**config.mk**
```make
export PLATFORM = sky130hd
export DESIGN_NAME = wuf_filter
export DESIGN_NICKNAME = d
export VERILOG_FILES = /design/src/core/wuf_pkg.sv /design/src/core/wuf_filter.sv
export SDC_FILE = /design/constraint.sdc
export NUM_CORES = 1
export LEC_CHECK = 0
export BUFFER_PORTS_ARGS = -buffer_cell sky130_fd_sc_hd__buf_4
export CORE_MARGIN = 2
export CORE_UTILIZATION = 45
export DETAILED_ROUTE_END_ITERATION = 8
export PLACE_DENSITY = 0.73
export SLEW_MARGIN = 20
export SYNTH_ARGS = -nofsm -noshare
export SYNTH_HDL_FRONTEND = slang
export SYNTH_SLANG_ARGS = --single-unit
```
**constraint.sdc**
```tcl
create_clock -name pclk -period 3.5 [get_ports pclk]
set_input_delay 1.05 -clock pclk [delete_from_list [all_inputs] [get_ports pclk]]
set_output_delay 1.05 -clock pclk [all_outputs]
set_load 0.03 [all_outputs]
```
**src/core/wuf_pkg.sv**
```systemverilog
// package: wake-up frame filter constants, types and crc helper
package wuf_pkg;
  // ---------------------------------------------------------------
  // register map (byte addresses)
  // ---------------------------------------------------------------
  localparam logic [7:0] ADDR_CTRL  = 8'h00; // wake_control_status_reg
  localparam logic [7:0] ADDR_LINK  = 8'h04; // link_control_reg
  localparam logic [7:0] ADDR_LOAD  = 8'h08; // wakeup_filter_load_port
  localparam logic [7:0] ADDR_ISTAT = 8'h0C;
  localparam logic [7:0] ADDR_IMASK = 8'h10;
  localparam logic [7:0] ADDR_INFO  = 8'h14;
  // ctrl, link and interrupt fields
  localparam int B_WAKE_EN = 0;
  localparam int B_MAGIC  = 1;
  localparam int B_RCVD   = 2;
  localparam int B_R_IRQ  = 3;
  localparam int B_R_PEV  = 4;
  localparam int B_LDRST  = 5;
  localparam int B_BCDIS  = 0;
  localparam int B_IEV    = 0;
  // ---------------------------------------------------------------
  // filter set
  // ---------------------------------------------------------------
  localparam int NFILT      = 4;
  localparam int MASK_BITS  = 31;
  localparam int LOAD_WORDS = 8;
  localparam int C_ENABLE   = 0;
  localparam int C_MCAST    = 3;
  localparam logic [2:0] W_CMD  = 3'h4;
  localparam logic [2:0] W_OFF  = 3'h5;
  localparam logic [2:0] W_CRC0 = 3'h6;
  localparam logic [2:0] W_CRC1 = 3'h7;
  localparam logic [15:0] CRC_POLY = 16'h8005;
  localparam logic [15:0] CRC_INIT = 16'hFFFF;
  localparam logic [10:0] CNT_MAX  = 11'h7FF;

  typedef enum logic [1:0] {
    ST_IDLE = 2'b00,
    ST_RECV = 2'b01,
    ST_EVAL = 2'b10
  } wuf_state_t;

  typedef struct packed {
    logic       valid;
    logic [7:0] data;
    logic       first;
    logic       last;
    logic       err;
    logic       da_station;
    logic       da_mcast;
    logic       da_brdc;
  } wuf_rx_t;

  typedef struct packed {
    logic       valid;
    logic [7:0] data;
    logic       last;
  } wuf_fwd_t;

  // lsb-first serial crc over one byte, same bit order as the line
  function automatic logic [15:0] wuf_crc_byte(logic [15:0] c,
                                               logic [7:0] d);
    logic [15:0] x;
    x = c;
    for (int b = 0; b < 8; b++) begin
      if (x[15] ^ d[b]) begin
        x = {x[14:0], 1'b0} ^ CRC_POLY;
      end else begin
        x = {x[14:0], 1'b0};
      end
    end
    return x;
  endfunction
endpackage

```
**src/core/wuf_filter.sv**
```systemverilog
// module: wake-up frame filter with apb registers
//----------------------------------------------------------------------
//----------------------------------------------------------------------
`timescale 1ns/10ps
`default_nettype none
module wuf_filter (
  input  wire logic             pclk,
  input  wire logic             presetn,
  input  wire logic             psel,
  input  wire logic             penable,
  input  wire logic             pwrite,
  input  wire logic [7:0]       paddr,
  input  wire logic [31:0]      pwdata,
  output logic      [31:0]      prdata,
  output logic                  pready,
  output logic                  pslverr,
  input  wire logic             power_d1,
  input  wire wuf_pkg::wuf_rx_t rx,
  output wuf_pkg::wuf_fwd_t     fwd,
  output logic                  magic_active,
  output logic                  irq,
  output logic                  power_event_output
);
  import wuf_pkg::*;

  // ---------------------------------------------------------------
  // state
  // ---------------------------------------------------------------
  typedef struct packed {
    wuf_state_t                       state;
    logic                             wake_en;
    logic                             magic;
    logic                             rcvd;
    logic                             r_irq;
    logic                             r_pev;
    logic                             bcdis;
    logic                             istat;
    logic                             imask;
    logic [2:0]                       ld_idx;
    logic [NFILT-1:0][MASK_BITS-1:0]  fmask;
    logic [NFILT-1:0][3:0]            fcmd;
    logic [NFILT-1:0][7:0]            foff;
    logic [NFILT-1:0][15:0]           fcrc;
    logic [NFILT-1:0][15:0]           crc;
    logic [10:0]                      cnt;
    logic                             is_mc;
    logic                             ferr;
    logic [NFILT-1:0]                 last_hit;
    logic [31:0]                      rdata;
    wuf_fwd_t                         fwd;
  } wuf_regs_t;

  wuf_regs_t        r;
  wuf_regs_t        next_r;
  logic             wake_on;
  logic             wr;
  logic             rd_setup;
  logic             mapped;
  logic [NFILT-1:0] hit;
  logic [NFILT-1:0] fen;
  logic [NFILT-1:0] fmc;
  logic             fwd_ok;

  // ---------------------------------------------------------------
  // apb decode
  // ---------------------------------------------------------------
  assign wr = psel & penable & pwrite;
  assign rd_setup = psel & ~penable & ~pwrite;
  assign mapped = (paddr == ADDR_CTRL) | (paddr == ADDR_LINK) |
                  (paddr == ADDR_LOAD) | (paddr == ADDR_ISTAT) |
                  (paddr == ADDR_IMASK) | (paddr == ADDR_INFO);
  // zero wait states: read data is captured in the setup cycle
  assign pready  = 1'b1;
  assign pslverr = psel & penable & ~mapped;
  assign prdata  = r.rdata;

  assign wake_on = r.wake_en | power_d1;
  assign magic_active = r.magic | power_d1;
  assign fwd = r.fwd;
  assign irq = r.r_irq & r.istat & r.imask;
  assign power_event_output = r.r_pev & r.rcvd;

  // normal path drops broadcasts when disabled; wake mode forwards none
  assign fwd_ok = ~wake_on &
                  ~(rx.da_brdc & r.bcdis);

  // ---------------------------------------------------------------
  // filter evaluation
  // ---------------------------------------------------------------
  always_comb begin
    for (int i = 0; i < NFILT; i++) begin
      fen[i] = r.fcmd[i][C_ENABLE];
      fmc[i] = r.fcmd[i][C_MCAST];
      hit[i] = r.fcmd[i][C_ENABLE] & ~r.ferr &
               (r.fcmd[i][C_MCAST] == r.is_mc) &
               (r.crc[i] == r.fcrc[i]);
    end
  end

  // ---------------------------------------------------------------
  // next state
  // ---------------------------------------------------------------
  always_comb begin
    logic [10:0] rel;
    logic        set_ev;
    rel = 11'h000;
    set_ev = 1'b0;
    next_r = r;
    next_r.fwd.valid = 1'b0;
    next_r.fwd.last = 1'b0;

    if (rd_setup) begin
      case (paddr)
        ADDR_CTRL: next_r.rdata = {26'h0000000, 1'b0, r.r_pev,
                                   r.r_irq, r.rcvd, magic_active,
                                   wake_on};
        ADDR_LINK: next_r.rdata = {31'h00000000, r.bcdis};
        ADDR_ISTAT: next_r.rdata = {31'h00000000, r.istat};
        ADDR_IMASK: next_r.rdata = {31'h00000000, r.imask};
        ADDR_INFO: next_r.rdata = {25'h0000000, r.ld_idx, r.last_hit};
        default: next_r.rdata = 32'h00000000;
      endcase
    end

    // register writes; hardware sets below win over clears
    if (wr) begin
      case (paddr)
        ADDR_CTRL: begin
          next_r.wake_en = pwdata[B_WAKE_EN];
          next_r.magic   = pwdata[B_MAGIC];
          next_r.r_irq   = pwdata[B_R_IRQ];
          next_r.r_pev   = pwdata[B_R_PEV];
          if (pwdata[B_RCVD]) begin
            next_r.rcvd = 1'b0;
          end
          if (pwdata[B_LDRST]) begin
            next_r.ld_idx = 3'h0;
          end
        end
        ADDR_LINK: next_r.bcdis = pwdata[B_BCDIS];
        ADDR_ISTAT: begin
          if (pwdata[B_IEV]) begin
            next_r.istat = 1'b0;
          end
        end
        ADDR_IMASK: next_r.imask = pwdata[B_IEV];
        ADDR_LOAD: begin
          next_r.ld_idx = r.ld_idx + 3'h1;
          case (r.ld_idx)
            3'h0, 3'h1, 3'h2, 3'h3:
              next_r.fmask[r.ld_idx[1:0]] = pwdata[30:0];
            W_CMD: begin
              for (int i = 0; i < NFILT; i++) begin
                next_r.fcmd[i] = pwdata[8*i +: 4];
              end
            end
            W_OFF: begin
              for (int i = 0; i < NFILT; i++) begin
                next_r.foff[i] = pwdata[8*i +: 8];
              end
            end
            W_CRC0: begin
              next_r.fcrc[0] = pwdata[15:0];
              next_r.fcrc[1] = pwdata[31:16];
            end
            W_CRC1: begin
              next_r.fcrc[2] = pwdata[15:0];
              next_r.fcrc[3] = pwdata[31:16];
            end
            default: ;
          endcase
        end
        default: ;
      endcase
    end

    // forwarding in normal reception
    if (rx.valid && fwd_ok) begin
      next_r.fwd.valid = 1'b1;
      next_r.fwd.data = rx.data;
      next_r.fwd.last = rx.last;
    end

    case (r.state)
      ST_IDLE: begin
        // every frame for the station, incl. broadcast, is examined
        if (rx.valid && rx.first && wake_on &&
            (rx.da_station | rx.da_mcast | rx.da_brdc)) begin
          next_r.is_mc = rx.da_mcast | rx.da_brdc;
          next_r.ferr = 1'b0;
          next_r.cnt = 11'h001;
          for (int i = 0; i < NFILT; i++) begin
            next_r.crc[i] = CRC_INIT;
            if (r.foff[i] == 8'h00 && r.fmask[i][0]) begin
              next_r.crc[i] = wuf_crc_byte(CRC_INIT, rx.data);
            end
          end
          next_r.state = rx.last ? ST_EVAL : ST_RECV;
          if (rx.last) begin
            next_r.ferr = rx.err;
          end
        end
      end
      ST_RECV: begin
        if (rx.valid) begin
          for (int i = 0; i < NFILT; i++) begin
            rel = r.cnt - {3'b000, r.foff[i]};
            if (r.cnt >= {3'b000, r.foff[i]} &&
                rel < 11'(MASK_BITS) &&
                r.fmask[i][rel[4:0]]) begin
              next_r.crc[i] = wuf_crc_byte(r.crc[i], rx.data);
            end
          end
          if (r.cnt != CNT_MAX) begin
            next_r.cnt = r.cnt + 11'h001;
          end
          if (rx.last) begin
            next_r.ferr = rx.err;
            next_r.state = ST_EVAL;
          end
        end
      end
      ST_EVAL: begin
        next_r.state = ST_IDLE;
        next_r.last_hit = hit;
        set_ev = |hit;
      end
      default: next_r.state = ST_IDLE;
    endcase

    if (set_ev) begin
      next_r.rcvd = 1'b1;
      next_r.istat = 1'b1;
    end
  end

  always_ff @(posedge pclk or negedge presetn) begin
    if (!presetn) begin
      r <= '0;
    end else begin
      r <= next_r;
    end
  end
endmodule // wuf_filter
`default_nettype wire

```
# After elaboration in Yosys (flattened, before gate mapping)
# Index checks and enable logic that the tools add are counted.
[totals]
reg_bits = 372
elab_cells = 581
[classes]
addsub = 6
n_lt_le_gt_ge = 14
eq_ne = 32
muxes = 281
bitwise = 158
reduce_logical = 52
[ops]
columns = ["cell", "count"]
rows = [
  ["$mux 16", 238],
  ["$mux 245", 1],
  ["$mux 236", 1],
  ["$not 3->3", 60],
  ["$pmux 75 s2", 1],
  ["$bwmux 124", 1],
  ["$mux 124", 1],
  ["$mux 32", 3],
  ["$mux 77", 1],
  ["$mux 75", 1],
  ["$eq 16x16->1", 4],
  ["$demux 31 s2", 1],
  ["$xor 1x1->1", 60],
  ["$ge 11x8->1", 4],
  ["$lt 11x5->1 const B", 4],
  ["$sub 11x8->11", 4],
  ["$logic_not 8->1", 5],
  ["$pmux 7 s5", 1],
  ["$mux 31", 1],
  ["$reduce_and 3->1", 9],
  ["$lt 5x6->1 const B", 4],
  ["$reduce_and 4->1", 6],
  ["$and 1x1->1", 22],
  ["$bmux 1 s5", 4],
  ["other kinds (31)", 106],
]

# Logic depth before layout (Yosys ltp)
[logic_depth]
word_depth = 42
ltp_mapped = 14
mapped_depth_nobuf = 12

# Worst setup path before layout
# Ideal clock, no wire load.
[synth_path]
path_kind = "register to register"
from = "register r[48] (netlist bit)"
to = "register r[96] (netlist bit)"
setup_time_ps = 128
t_arrival_ps = 3351
path_slack_ps = 21
path_stages_with_launch = 12
period_less_slack_ps = 3479
cell_sequence = "dfrtp_1 -> inv_1 -> ha_1 -> inv_1 -> fa_1 -> buf_2 -> mux4_2 -> mux4_2 -> mux2_2 -> a31oi_4 -> buf_6 -> mux2_1"
[synth_between]
elab_chain_len = 6
[synth_lines]
columns = ["element", "line", "text"]
rows = [
  ["from (decl)", "wuf_filter.sv:53", "wuf_regs_t r;"],
  ["from (signal assigned)", "wuf_filter.sv:241", "r <= next_r;"],
  ["$sub 11x8->11", "wuf_filter.sv:207", "rel = r.cnt - {3'b000, r.foff[i]};"],
  ["$lt 11x5->1 / $bmux 1 s5 (equally long branches)", "wuf_filter.sv:209, wuf_filter.sv:210", ""],
  ["$logic_and 1x1->1 / $mux 1 (equally long branches)", "wuf_filter.sv:208, wuf_filter.sv:210", ""],
  ["$logic_and 1x1->1 (*)", "wuf_filter.sv:209", "rel < 11'(MASK_BITS) &&"],
  ["$ne 2x2->1 (no source line) (*)", "--", ""],
  ["$reduce_and 4->1 (no source line) (*)", "--", ""],
]
# Mark *: on every way between the ends. The rest lies on a longest branch, timed or not. The select of a mux whose other input is x is not followed.
# A chain may end at the register's enable or synchronous reset.

# Worst setup path in the final report
[layout_path]
from = "register r[49] (netlist bit)"
to = "register r[63] (netlist bit)"
# Same word-level chain as after synthesis.

==> run metrics <==
Clk pwr share 32.9%; # diodes 0; status finished clean; met2 global-route usage 35.8%; Crit path max-delay family compound AO/OA/AOI/OAI gates; kind of critical path reg2reg; count of cell types in the netlist 72; flops & latches, synth about 340; Port Buffer Count 81; fin util 51.4%; Setup WS pre-CTS -0.0563 ns; Synth async-reset ratio 100%; Slew headroom 40.1%; first-pass GRT wire length 74.4 mm; top-count cell post-synth dfrtp_1; Top Usage Layer GRT met2; crit-path cells buf_4, fa_1, a21o_1, a21oi_1, xor2_2, mux2i_1, mux2_2, a221oi_2, a41o_1, buf_12, mux2_2; Iter 0 DRT Violations 899; WP data arrival ~3.8 ns; crit path launch type register; drt via density 5.66; Final min period 3.39 ns; crit-path max cell delay approximately 0.5 ns; Highest Clock Rate roughly 290 MHz; Rows 74; switch share 32.2%; CTS Sinks 339; hold slack 0.466 ns; total grt overflow 0; io pins 108; Die Span Y ~210 microns; WL final 48.3 mm; crit path capture type register; total track usage about 22%; Post-CTS Setup Bufs 0; Yosys Warn Count 0; top cells by count, synth dfrtp_1 (339), mux2_2 (253), xnor2_1 (105); max cap viols 0; antenna violations before repair 0; most frequently used flop master after synthesis dfrtp_1; combinational power share 28.3%; DR vias 12600; clock latency on the worst-skew pair 0.54 ns; CTS Buffer Depth 3; DP Cell Count around 2200; Pleak 10.2 nW; met1 Use GR 29.8%; CTS buffer count 36; mean cell area of the mapped netlist 11.7 sq um; antenna-violating nets left 0; DRC violations left 0; worst min path class in2async; post-synth top area cell dfrtp_1; peak supply drop approximately 0.32 mV; Crit path top cell by count mux2_2; CTS H-tree depth 2; hold_buf cts 0; fin crit share ~97%; nets between 1500 and 2000; worst r2r path cells 11; post-DP HPWL 33.7 mm; GRT met3 Usage 3.85%; slowest stage cell on the critical path dfrtp_2; Final Cell Area about 21000 sq um; Initial Util between 40% and 50%; Worst Path Buf+Inv 2; Flop pwr share 38.8%; Die ar. 43300 sq um; Slew Limit Fails 0; PwrDens 575 nW/um^2; core area 40900 sq um; Yosys top cell area share 45.3%; switching pwr 3.89 mW; Area after DPL 19800 sq um; final RePlAce weighted congestion 0.868; area of the multi-input gates just over 9000 sq um; pin count of the biggest net entering global routing 95; FF+latch area 8480 sq um; detailed-route wire length per cell 21.7 microns; RR Endpoint r[63]; Final WS setup 0.107 ns; number of synthesized flops with an enable pin 0; hold violation total from the final report 0; Synth area leaders dfrtp_1 (45%), mux2_2 (15%), xnor2_1 (4.9%), xor2_1 (4.2%), mux4_2 (3.4%); Setup violations, final 0; r2r setup slk 0.11 ns; area of the mapped netlist roughly 19000 sq um; worst path required time 3.91 ns; First-pass DRT Iterations 5; vias in the first global route 12700; root buffer cell clkbuf_16; Reg-to-Reg Start r[49]; Syn-to-layout area delta 12.2%; Layout Cells excl Fill 2222; CTS tree yes; setup TNS 0 ns; clock-pin transition on the worst setup and hold timing paths 0.06 ns; Gate Count Post-Synth 1596; internal power a little over 8 mW; Pwr Total around 12 mW; crit-path max FO 16; Worst Clk Skew 0.0150 ns; ratio of cells with drive above 1 in the final layout 29.2%; die width 208 microns; part of the Yosys area used for sequential elements 45.3%; Worst Tran Pin Value roughly 0.9 ns; # fillers about 3500; RSZ-0062 raised after global routing yes
-- power by group through the flow --
stage               sequential [mW]  combinational, mW  clock, mW
floorplan                      4.55               2.65          0
global placement               4.74               3.28          0
detailed placement             4.74               3.37          0
CTS                            4.67               3.40       4.02
global route                   4.72               3.72       4.17
finish                         4.69               3.42       3.97
-- layout by cell type, fill, tap and decap left out, types with 38 or more instances in the layout --
| cell type | synthesis | final |
|---|---|---|
| buf_4 | 47 | 118 |
| a21oi_1 | 50 | 50 |
| xor2_1 | 90 | 90 |
| nand2_1 | 92 | 92 |
| mux2_2 | 253 | 253 |
| dfrtp_1 | 339 | 338 |
| inv_1 | 66 | 65 |
| xnor2_1 | 105 | 105 |
| mux2i_1 | 40 | 40 |
| o21ai_0 | 85 | 85 |
| ha_1 | 38 | 38 |
| nor2_1 | 49 | 49 |
-- cell families (layout without fill, tap and decap cells) --
| logic type | Yosys count | count (layout) | synth area share (%) |
|---|---|---|---|
| other | 2 | 26 | 0.0401 |
| flip-flops | 339 | 339 | 45.3 |
| AND/OR/NAND/NOR | 255 | 255 | 6.51 |
| AO/OA/AOI/OAI | 228 | 228 | 7.68 |
| buffers and inverters | 189 | 259 | 5.44 |
| adder cells (fa/ha/maj) | 42 | 42 | 2.97 |
| multiplexers | 338 | 338 | 22.1 |
| XOR/XNOR | 203 | 203 | 9.99 |
-- how the worst max path moves through the flow --
| stage | depth (start not counted) | slack (ns) | to | startpoint |
|---|---|---|---|---|
| after floorplan | 11 | 0.02 | r[96] | r[48] |
| after global placement | 11 | 0.04 | r[110] | r[48] |
| after detailed placement | 11 | -0.06 | r[110] | r[48] |
| final | 11 | 0.11 | r[63] | r[49] |
| after global routing | 11 | -0.009 | r[67] | r[49] |
| after CTS | 11 | 0.01 | r[63] | r[49] |
-- per-layer routing --
layer | share of wire [%] | wire (microns) | vias up
met4 | 3.4 | 1660 | 0
met1 | 44 | 21200 | 6390
met5 | 0 | 0 | -
met3 | 5.5 | 2660 | 104
li1 | - | - | 5698
met2 | 47 | 22800 | 374
-- timing repair --
action	4_1_cts	5_1_grt
setup endpoints to repair	20	30
resized for setup	2	2
gates cloned	0	0
-- final cells by class --
class | count | area share, %
flip-flops and latches | 339 | 40.4
clock inverters | 11 | 0.702
repair buffers | 127 | 5.05
clock buffers | 54 | 5.14
well taps | 532 | 3.17
inverters | 67 | 1.21
multi-input cells | 1092 | 44.4
-- worst reg2reg max path, stage by stage, from the launching register on --
cell	delay (ns)
dfrtp_2	0.50
buf_4	0.21
fa_1	0.48
a21o_1	0.18
a21oi_1	0.23
xor2_2	0.26
mux2i_1	0.11
mux2_2	0.28
a221oi_2	0.23
a41o_1	0.25
buf_12	0.17
mux2_2	0.35
Note: power is estimated with default switching activity, not from simulation.
